==> config.mk <==
export PLATFORM = sky130hd
export DESIGN_NAME = qsfg_top
export DESIGN_NICKNAME = d
export VERILOG_FILES = /design/src/qsfg_pkg.sv /design/src/qsfg_top.sv
export SDC_FILE = /design/constraint.sdc
export NUM_CORES = 1
export LEC_CHECK = 0
export ABC_AREA = 1
export CAP_MARGIN = 20
export CORE_ASPECT_RATIO = 1.4
export CORE_MARGIN = 1
export CORE_UTILIZATION = 45
export DETAILED_ROUTE_END_ITERATION = 10
export DONT_BUFFER_PORTS = 1
export GPL_TIMING_DRIVEN = 0
export PLACE_DENSITY = 0.63
export SLEW_MARGIN = 20
export SYNTH_ARGS = -nofsm -noshare
export SYNTH_HDL_FRONTEND = slang
export SYNTH_SLANG_ARGS = --single-unit
==> constraint.sdc <==
create_clock -name clk -period 1.1 [get_ports clk]
set_input_delay 0.11 -clock clk [delete_from_list [all_inputs] [get_ports clk]]
set_output_delay 0.11 -clock clk [all_outputs]
set_load 0.02 [all_outputs]
==> src/qsfg_pkg.sv <==
// Package with constants and types for the questionable status filter group.
package qsfg_pkg;

    localparam int W = 16;

    // Register selectors on the command port.
    typedef enum logic [2:0] {
        SEL_QUEST_NEG_MASK,
        SEL_QUEST_POS_MASK,
        SEL_CAL_COND,
        SEL_CAL_ENABLE,
        SEL_CAL_EVENT,
        SEL_CAL_NEG_MASK,
        SEL_CAL_POS_MASK
    } qsfg_sel_t;

    typedef struct packed {
        logic valid;
        logic write;
        qsfg_sel_t sel;
        logic [W-1:0] wdata;
    } qsfg_cmd_t;

    typedef struct packed {
        logic valid;
        logic [W-1:0] rdata;
    } qsfg_rsp_t;

    // Bit positions.
    localparam int CAL_CH1_BIT = 2;
    localparam int CAL_CH2_BIT = 3;
    localparam int QUEST_CAL_SUMMARY_BIT = 8;

    // Condition bits that exist; all others read as zero.
    localparam logic [W-1:0] CAL_USED_MASK = 16'h000c;
    localparam logic [W-1:0] QUEST_USED_MASK = 16'h0108;

    // Preset and reset values.
    localparam logic [W-1:0] POS_MASK_PRESET = 16'hffff;
    localparam logic [W-1:0] NEG_MASK_PRESET = 16'h0000;
    localparam logic [W-1:0] CAL_ENABLE_PRESET = 16'hffff;
    localparam logic [W-1:0] ZERO16 = 16'h0000;

endpackage : qsfg_pkg

==> src/qsfg_top.sv <==
// Questionable transition filters and the calibration status sub-group.
`timescale 1ns/1ps
module qsfg_top (
    input wire logic clk,
    input wire logic srst,
    input wire qsfg_pkg::qsfg_cmd_t cmd,
    input wire logic preset,
    input wire logic channel_one_fallback_table_flag,
    input wire logic channel_two_fallback_table_flag,
    input wire logic [15:0] quest_cond_in,
    output qsfg_pkg::qsfg_rsp_t rsp_q,
    output logic [15:0] quest_cond_q,
    output logic [15:0] quest_event_set_q,
    output logic quest_enable_clear_q
);

    logic [15:0] quest_prev_q;
    logic [15:0] quest_neg_q;
    logic [15:0] quest_pos_q;
    logic [15:0] cal_cond_q;
    logic [15:0] cal_prev_q;
    logic [15:0] cal_enable_q;
    logic [15:0] cal_event_q;
    logic [15:0] cal_neg_q;
    logic [15:0] cal_pos_q;

    wire wr = cmd.valid && cmd.write;
    wire rd = cmd.valid && !cmd.write;
    wire rd_cal_event = rd && cmd.sel == qsfg_pkg::SEL_CAL_EVENT;
    wire wr_qneg = wr && cmd.sel == qsfg_pkg::SEL_QUEST_NEG_MASK;
    wire wr_qpos = wr && cmd.sel == qsfg_pkg::SEL_QUEST_POS_MASK;
    wire wr_cen = wr && cmd.sel == qsfg_pkg::SEL_CAL_ENABLE;
    wire wr_cneg = wr && cmd.sel == qsfg_pkg::SEL_CAL_NEG_MASK;
    wire wr_cpos = wr && cmd.sel == qsfg_pkg::SEL_CAL_POS_MASK;

    // Live calibration status, unused positions forced to zero.
    wire [15:0] cal_flags = {12'h000, channel_two_fallback_table_flag,
        channel_one_fallback_table_flag, 2'h0};
    wire [15:0] cal_cond_d = cal_flags & qsfg_pkg::CAL_USED_MASK;

    wire [15:0] cal_rise = cal_cond_q & ~cal_prev_q;
    wire [15:0] cal_fall = ~cal_cond_q & cal_prev_q;
    wire [15:0] cal_set = (cal_rise & cal_pos_q) |
        (cal_fall & cal_neg_q);
    // A set arriving with the read-clear survives it.
    wire [15:0] cal_event_d = rd_cal_event ? cal_set :
        (cal_event_q | cal_set);
    wire cal_summary = |(cal_event_q & cal_enable_q);

    wire [15:0] quest_cond_d = (quest_cond_in & qsfg_pkg::QUEST_USED_MASK &
        ~(16'h0001 << qsfg_pkg::QUEST_CAL_SUMMARY_BIT)) |
        ({15'h0000, cal_summary} << qsfg_pkg::QUEST_CAL_SUMMARY_BIT);
    wire [15:0] quest_rise = quest_cond_q & ~quest_prev_q;
    wire [15:0] quest_fall = ~quest_cond_q & quest_prev_q;
    wire [15:0] quest_pos_hit = quest_rise & quest_pos_q;
    wire [15:0] quest_neg_hit = quest_fall & quest_neg_q;

    logic [15:0] rdata_d;
    always_comb begin
        case (cmd.sel)
            qsfg_pkg::SEL_QUEST_NEG_MASK: rdata_d = quest_neg_q;
            qsfg_pkg::SEL_QUEST_POS_MASK: rdata_d = quest_pos_q;
            qsfg_pkg::SEL_CAL_COND: rdata_d = cal_cond_q;
            qsfg_pkg::SEL_CAL_ENABLE: rdata_d = cal_enable_q;
            qsfg_pkg::SEL_CAL_EVENT: rdata_d = cal_event_q;
            qsfg_pkg::SEL_CAL_NEG_MASK: rdata_d = cal_neg_q;
            qsfg_pkg::SEL_CAL_POS_MASK: rdata_d = cal_pos_q;
            default: rdata_d = qsfg_pkg::ZERO16;
        endcase
    end

    // Status path.
    always_ff @(posedge clk) begin
        if (srst) begin
            cal_cond_q <= qsfg_pkg::ZERO16;
            cal_prev_q <= qsfg_pkg::ZERO16;
            cal_event_q <= qsfg_pkg::ZERO16;
            quest_cond_q <= qsfg_pkg::ZERO16;
            quest_prev_q <= qsfg_pkg::ZERO16;
            quest_event_set_q <= qsfg_pkg::ZERO16;
        end else begin
            cal_cond_q <= cal_cond_d;
            cal_prev_q <= cal_cond_q;
            cal_event_q <= cal_event_d;
            quest_cond_q <= quest_cond_d;
            quest_prev_q <= quest_cond_q;
            quest_event_set_q <= quest_pos_hit | quest_neg_hit;
        end
    end

    // Masks; preset overrides a write in the same cycle.
    always_ff @(posedge clk) begin
        if (srst || preset) begin
            quest_pos_q <= qsfg_pkg::POS_MASK_PRESET;
            quest_neg_q <= qsfg_pkg::NEG_MASK_PRESET;
            cal_pos_q <= qsfg_pkg::POS_MASK_PRESET;
            cal_neg_q <= qsfg_pkg::NEG_MASK_PRESET;
            cal_enable_q <= qsfg_pkg::CAL_ENABLE_PRESET;
        end else begin
            if (wr_qneg) quest_neg_q <= cmd.wdata;
            if (wr_qpos) quest_pos_q <= cmd.wdata;
            if (wr_cneg) cal_neg_q <= cmd.wdata;
            if (wr_cpos) cal_pos_q <= cmd.wdata;
            if (wr_cen) cal_enable_q <= cmd.wdata;
        end
    end

    // Command answers and the enable-clear pulse.
    always_ff @(posedge clk) begin
        if (srst) begin
            rsp_q <= '0;
            quest_enable_clear_q <= 1'b0;
        end else begin
            rsp_q.valid <= rd;
            rsp_q.rdata <= rd ? rdata_d : qsfg_pkg::ZERO16;
            quest_enable_clear_q <= preset;
        end
    end
endmodule : qsfg_top

==> results of run 1 <==
==> state kept, by name (all words and copies together), names as in the netlist <==
name	cells
cal_cond_q	2
cal_enable_q	16
cal_event_q	2
cal_neg_q	16
cal_pos_q	16
cal_prev_q	2
quest_cond_q	2
quest_enable_clear_q	1
quest_event_set_q	2
quest_neg_q	16
quest_pos_q	16
quest_prev_q	2
rsp_q	17
==> area by class of cell <==
cell class	instances	area [sq um]	share of cell area, %
buffer	70	454.2	8.155
clock buffer	10	239.0	4.291
clock inverter	6	43.79	0.7863
tap	138	172.7	3.100
timing repair buffer	22	220.2	3.954
inverter	38	142.6	2.561
sequential	110	2202	39.54
multi-input combinational	405	2095	37.61
==> worst min-delay path by stage <==
stage | from | endpoint | slack [ps] | depth (start not counted)
after CTS | cmd[11] | cal_neg_q[11]$_SDFFE_PP0P_ | 0.07 | 2
after global placement | preset | quest_enable_clear_q$_SDFF_PP0_ | 220 | 2
final | cmd[12] | cal_neg_q[12]$_SDFFE_PP0P_ | -1 | 2
after global routing | cmd[4] | cal_neg_q[4]$_SDFFE_PP0P_ | 20 | 2
after detailed placement | channel_two_fallback_table_flag | cal_cond_q[3]$_SDFF_PP0_ | 230 | 2
after floorplan | channel_one_fallback_table_flag | cal_cond_q[2]$_SDFF_PP0_ | 220 | 2
==> routing by layer <==
layer | vias to the layer above | GRT usage, % | routed length [um]
met2 | 124 | 44.13 | 6585
met4 | 0 | 15.18 | 589
met5 | - | 0 | 0
met3 | 41 | 3.446 | 531
met1 | 1976 | 26.62 | 4992
li1 | 2091 | - | -
==> what timing repair did <==
item                                    4_1_cts  5_1_grt
resized for setup                             0        1
hold buffers                                 21        1
endpoints found under the hold margin        31        1
endpoints found under the setup margin        0        2
==> cell families after synthesis <==
group	after synthesis	synth area share (%)
buf+inv	108	12.47
other cells	1	0.07834
simple gates	272	25.98
flops	110	46.00
compound gates	105	15.47
==> cells in the final DEF (no fill, tap or decap), types with 2 or more instances in the layout <==
cell           count
a211oi_1           2
a21oi_1           39
buf_2             21
buf_4             36
buf_6              4
clkbuf_1           9
clkbuf_16          9
clkinv_2           2
conb_1            28
dfxtp_1          110
dlygate4sd3_1     22
inv_1             30
inv_2              8
inv_6              2
nand2_1          124
nand2_2            2
nand3_1           39
nand3_2            2
nand4_1           51
nor2_1            48
nor2_2             2
nor2_4             2
o211ai_1          24
o211ai_2          20
o21ai_0            4
o21ai_1           16
==> worst max-delay path, cell delays in order <==
cell           delay (ps)
buf_2                 150
nor2_4                190
dlygate4sd3_1         630
o21ai_1                80
a21oi_1               110
==> cell usage after synthesis, drive strengths merged <==
| library cell | count |
|---|---|
| nand2 | 127 |
| dfxtp | 110 |
| buf | 61 |
| nor2 | 52 |
| nand4 | 51 |
| o211ai | 44 |
| nand3 | 41 |
| a21oi | 39 |
| inv | 38 |
| o21ai | 20 |
| clkbuf | 9 |
| a211oi | 2 |
| conb | 1 |
| nor3 | 1 |
==> metrics by stage <==
step / total power, W / setup WS, ps / utilization (%) / hold WS, ps
4_1_cts: 0.008092 / 39.12 / 53.66 / 0.07250
6_report: 0.008071 / 119.5 / 53.81 / -1.056
3_3_place_gp: 0.004932 / -107.2 / 48.90 / 220.3
5_1_grt: 0.008331 / 48.47 / 53.81 / 15.56
3_5_place_dp: 0.004946 / -155.7 / 48.90 / 225.1
2_1_floorplan: 0.004776 / 107.3 / - / 217.0
==> power by group <==
group          internal, W  switching (W)
sequential         0.00404      0.0000702
clock              0.00161        0.00152
combinational     0.000277       0.000543
total              0.00593        0.00214
==> run metrics, run 1 <==
die width=89.17 um; Worst Setup SP=srst; via count=around 4.2k; Max VDD drop=0.9597 mV; CTS root buffer=clkbuf_16; crit-path max FO=8; Placed Cells=approximately 760; post-synth top area cell=dfxtp_1; WHS=-1.056 ps; post-route ant nets=0; timing endpoint of the critical path=cal_neg_q[1]$_SDFFE_PP0P_; routed len/inst=15.89 um; failing checks=negative hold slack; iteration count of the initial detailed-routing pass=5; H-tree Lvls=3; Starting Density=between 40% and 50%; fmax=1020 MHz; vias in the first global route=4069; layout cell share with drive strength beyond 1=17.40%; Tmin final=just under 1000 ps; All-Layer GR Usage=24.53%; Core Area=10350 sq um; clk sink count=110; largest net degree at the start of global routing=19; clock buffer count from CTS=9; Cell Area, Placed=~5100 sq um; worst-case reg-to-reg path depth=4; Reg2Reg Setup Slack=roughly 220 ps; Boundary Pins=92; reg2reg start=cal_neg_q[11]$_SDFFE_PP0P_; number of diodes=0; Max Transition Viols Final=0; Hold Violations, Final=1; cell area after layout=between 5000 and 6000 sq um; PwrDens=around 1400 nW/um^2; final wirelength=12700 um; nets=698; Syn Area/Cell=8.032 sq um; clock slew at reported path FFs=80 ps; Clock Skews=6.534 ps; Reg2Reg Capture Point=rsp_q[11]$_SDFF_PP0_; post-synthesis cell count=596; GRT overflow=0; Tcrit/Tclk final=roughly nine tenths; Max clock buf depth=2; DRC Markers=0; startpoint types=primary input; initial antenna violation count=0; share of the synthesized area in the top cell type=46.00%; first-pass GRT wire length=about 20000 um; yosys warns=0; Cell variety after synth=24; main area contributors after synthesis=dfxtp_1 (46%), nand2_1 (9.7%), nand4_1 (6.7%), buf_4 (5.6%), o211ai_2 (5.2%); final setup TNS=0 ps; leakage power=2.647 nW; #FFs+latches synth=110; Area Overhead vs Synth=16.34%; Hold WC Path Type=in -> reg; status=complete, but fails checks; DR vias/cell=5.297; RSZ-0062 raised after global routing=no; # port buffers=0; Synth Cell Area=between 4000 and 5000 sq um; kind of critical path=in -> reg; Die Area=roughly 11000 sq um; Skew-Pair Late Insertion Delay=350 ps; FP Rows=44; Worst Setup End Kind=flip-flop; final setup fails=0; 1st-iter DRT viols=around 320; final non-filler cell total=between 700 and 800; Req. time, crit path=1390 ps; CTS tree=done; placer congestion estimate=0.9214; Seq/Total Area, Yosys=46.00%; FILL cells=1061; max-cap violation count=0; detailed-placement wirelength estimate=roughly 9700 um; worst path arrival time=between 1000 and 1500 ps; Post-CTS Setup Inserts=0; Die Height=124.0 um
(Power assumes the default switching activity.)
==> run 2: changes to the inputs <==
--- a/config.mk
+++ b/config.mk
@@ -14,6 +14,7 @@
 export DONT_BUFFER_PORTS = 1
 export GPL_TIMING_DRIVEN = 0
 export PLACE_DENSITY = 0.63
+export SETUP_SLACK_MARGIN = 0.4
 export SLEW_MARGIN = 20
 export SYNTH_ARGS = -nofsm -noshare
 export SYNTH_HDL_FRONTEND = slang
==> run 2 against run 1 <==
The flow still finishes with violations (negative hold slack). Combinational power increased by 15%. Critical path type is now reg -> out. Register-to-register slack improved by 50 ps. Via count increased by 2.2%. Global-route usage increased by 0.51 points. Largest cell class unchanged. Total power increased by 2.7%. Sequential power about the same. Clock-buffer cell count decreased by 1.
==> run metrics, run 2 (synthesis gave the netlist of run 1 again) <==
Die Height=124.0 um (unchanged); H-tree Lvls=3 (unchanged); DR vias/cell=5.294 (about the same); final wirelength=13210 um (+4.0%); Skew-Pair Late Insertion Delay=360 ps (about the same); startpoint types=flip-flop; final setup fails=0 (unchanged); nets=716 (+2.6%); Reg area=2337 sq um (+6.1%); die width=89.17 um (unchanged); Cell Area, Placed=5226 sq um (+3.3%); iteration count of the initial detailed-routing pass=5 (unchanged); post-route ant nets=0 (unchanged); Core Area=10350 sq um (unchanged); Die Area=11060 sq um (unchanged); failing checks=negative hold slack; All-Layer GR Usage=25.04% (+0.51 points); fmax=1162 MHz (+14%); Tmin final=860.9 ps (-119.6 ps); CTS tree=done; largest net degree at the start of global routing=19 (unchanged); PwrDens=1329 nW/um^2 (-8.3%); Max clock buf depth=2 (unchanged); WHS=-28.49 ps (-27.44 ps); DRC Markers=0 (unchanged); Reg with most FFs=rsp_q; Tcrit/Tclk final=78.27% (-11 points); Max VDD drop=0.8240 mV (-14%); cell area after layout=6235 sq um (+12%); # port buffers=0 (unchanged); Max Transition Viols Final=0 (unchanged); clk sink count=110 (unchanged); layout cell share with drive strength beyond 1=35.79% (+18 points); max reg flops=17 (unchanged); clock buffer count from CTS=9 (unchanged); CTS hold repair buffers=20 (-4.8%); Hold WC Path Type=in -> reg; routed len/inst=16.16 um (+1.7%); Req. time, crit path=990 ps (-400 ps); Starting Density=46.25% (unchanged); FILL cells=957 (-9.8%); placer congestion estimate=0.8437 (-8.4%); CTS root buffer=clkbuf_16; GRT overflow=0 (unchanged); detailed-placement wirelength estimate=9626 um (-0.35%); multi-input logic area=2286 sq um (+9.1%); most frequent cells in the layout=nand2_1 (116), nand4_1 (51), dfxtp_1 (48); first-pass GRT wire length=20340 um (+1.7%); Clock Skews=6.811 ps (+0.2769 ps); leakage power=2.884 nW (+9.0%); Hold Violations, Final=10 (+9); Worst Setup End Kind=primary output; Boundary Pins=92 (unchanged); status=complete, but fails checks; worst path arrival time=750 ps (-520 ps); initial antenna violation count=0 (unchanged); max-cap violation count=0 (unchanged); clock slew at reported path FFs=70 ps (about the same); final setup TNS=0 ps (unchanged); Area Overhead vs Synth=30.24%; number of diodes=0 (unchanged); RSZ-0062 raised after global routing=yes; FP Rows=44 (unchanged); 1st-iter DRT viols=263 (-18%); via count=4325 (+2.2%); vias in the first global route=4155 (+2.1%); commonest non-fill, non-tap cell in the layout=nand2_1; crit-path max FO=3 (-5); kind of critical path=reg -> out
-- run 2: worst paths after layout --
kind	slack (ps)	startpoint	depth (start not counted)	end
max	240	quest_cond_q[3]$_SDFF_PP0_	0	quest_cond_q[3]
min	-30	cmd[20]	2	rsp_q[1]$_SDFF_PP0_
max reg2reg	270	cal_enable_q[3]$_SDFFE_PP1P_	4	rsp_q[3]$_SDFF_PP0_
min reg2reg	450	quest_prev_q[8]$_SDFF_PP0_	1	quest_event_set_q[8]$_SDFF_PP0_
-- run 2: metal layers --
layer / wire length, um / share of wire [%] / vias to the layer above / GRT usage (%)
met2: 6702 / 51 / 125 / 44.04
met1: 5228 / 40 / 2016 / 27.94
met3: 445 / 3.4 / 47 / 2.783
met4: 830 / 6.3 / 0 / 16.87
met5: 0 / 0 / - / 0
li1: - / - / 2137 / -
-- run 2: metrics by stage --
step	hold WS (ps)	cells	total power (W)	setup WS [ps]	utilization [%]
CTS	-22.54	802	0.008267	236.7	57.52
global placement	213.6	761	0.004981	19.41	50.50
floorplan	209.6	623	0.004824	207.7	-
global route	-12.31	817	0.008601	216.2	60.24
finish	-28.49	817	0.008286	239.1	60.24
detailed placement	228.4	761	0.004993	-9.139	50.50
-- run 2: timing repair --
action	4_1_cts	5_1_grt
gates resized for setup	94	56
buffers inserted	5	13
gates cloned	0	2
pin swaps	37	17
endpoints found under the setup margin	55	92
endpoints found under the hold margin	37	8
-- run 2: final cells by class --
cell class,count,share of cell area [%]
multi-input combinational,405,36.66
clock buffer,9,3.612
sequential,110,37.49
clock inverter,7,1.164
tap,138,2.769
buffer,70,9.392
timing repair buffer,40,6.382
inverter,38,2.529
-- run 2: report_power, final --
part | leakage (nW) | switching, W | internal (W)
Sequential | 0.905 | 0.0000737 | 0.00401
Clock | 0.142 | 0.00148 | 0.00177
Combinational | 1.84 | 0.000588 | 0.000359
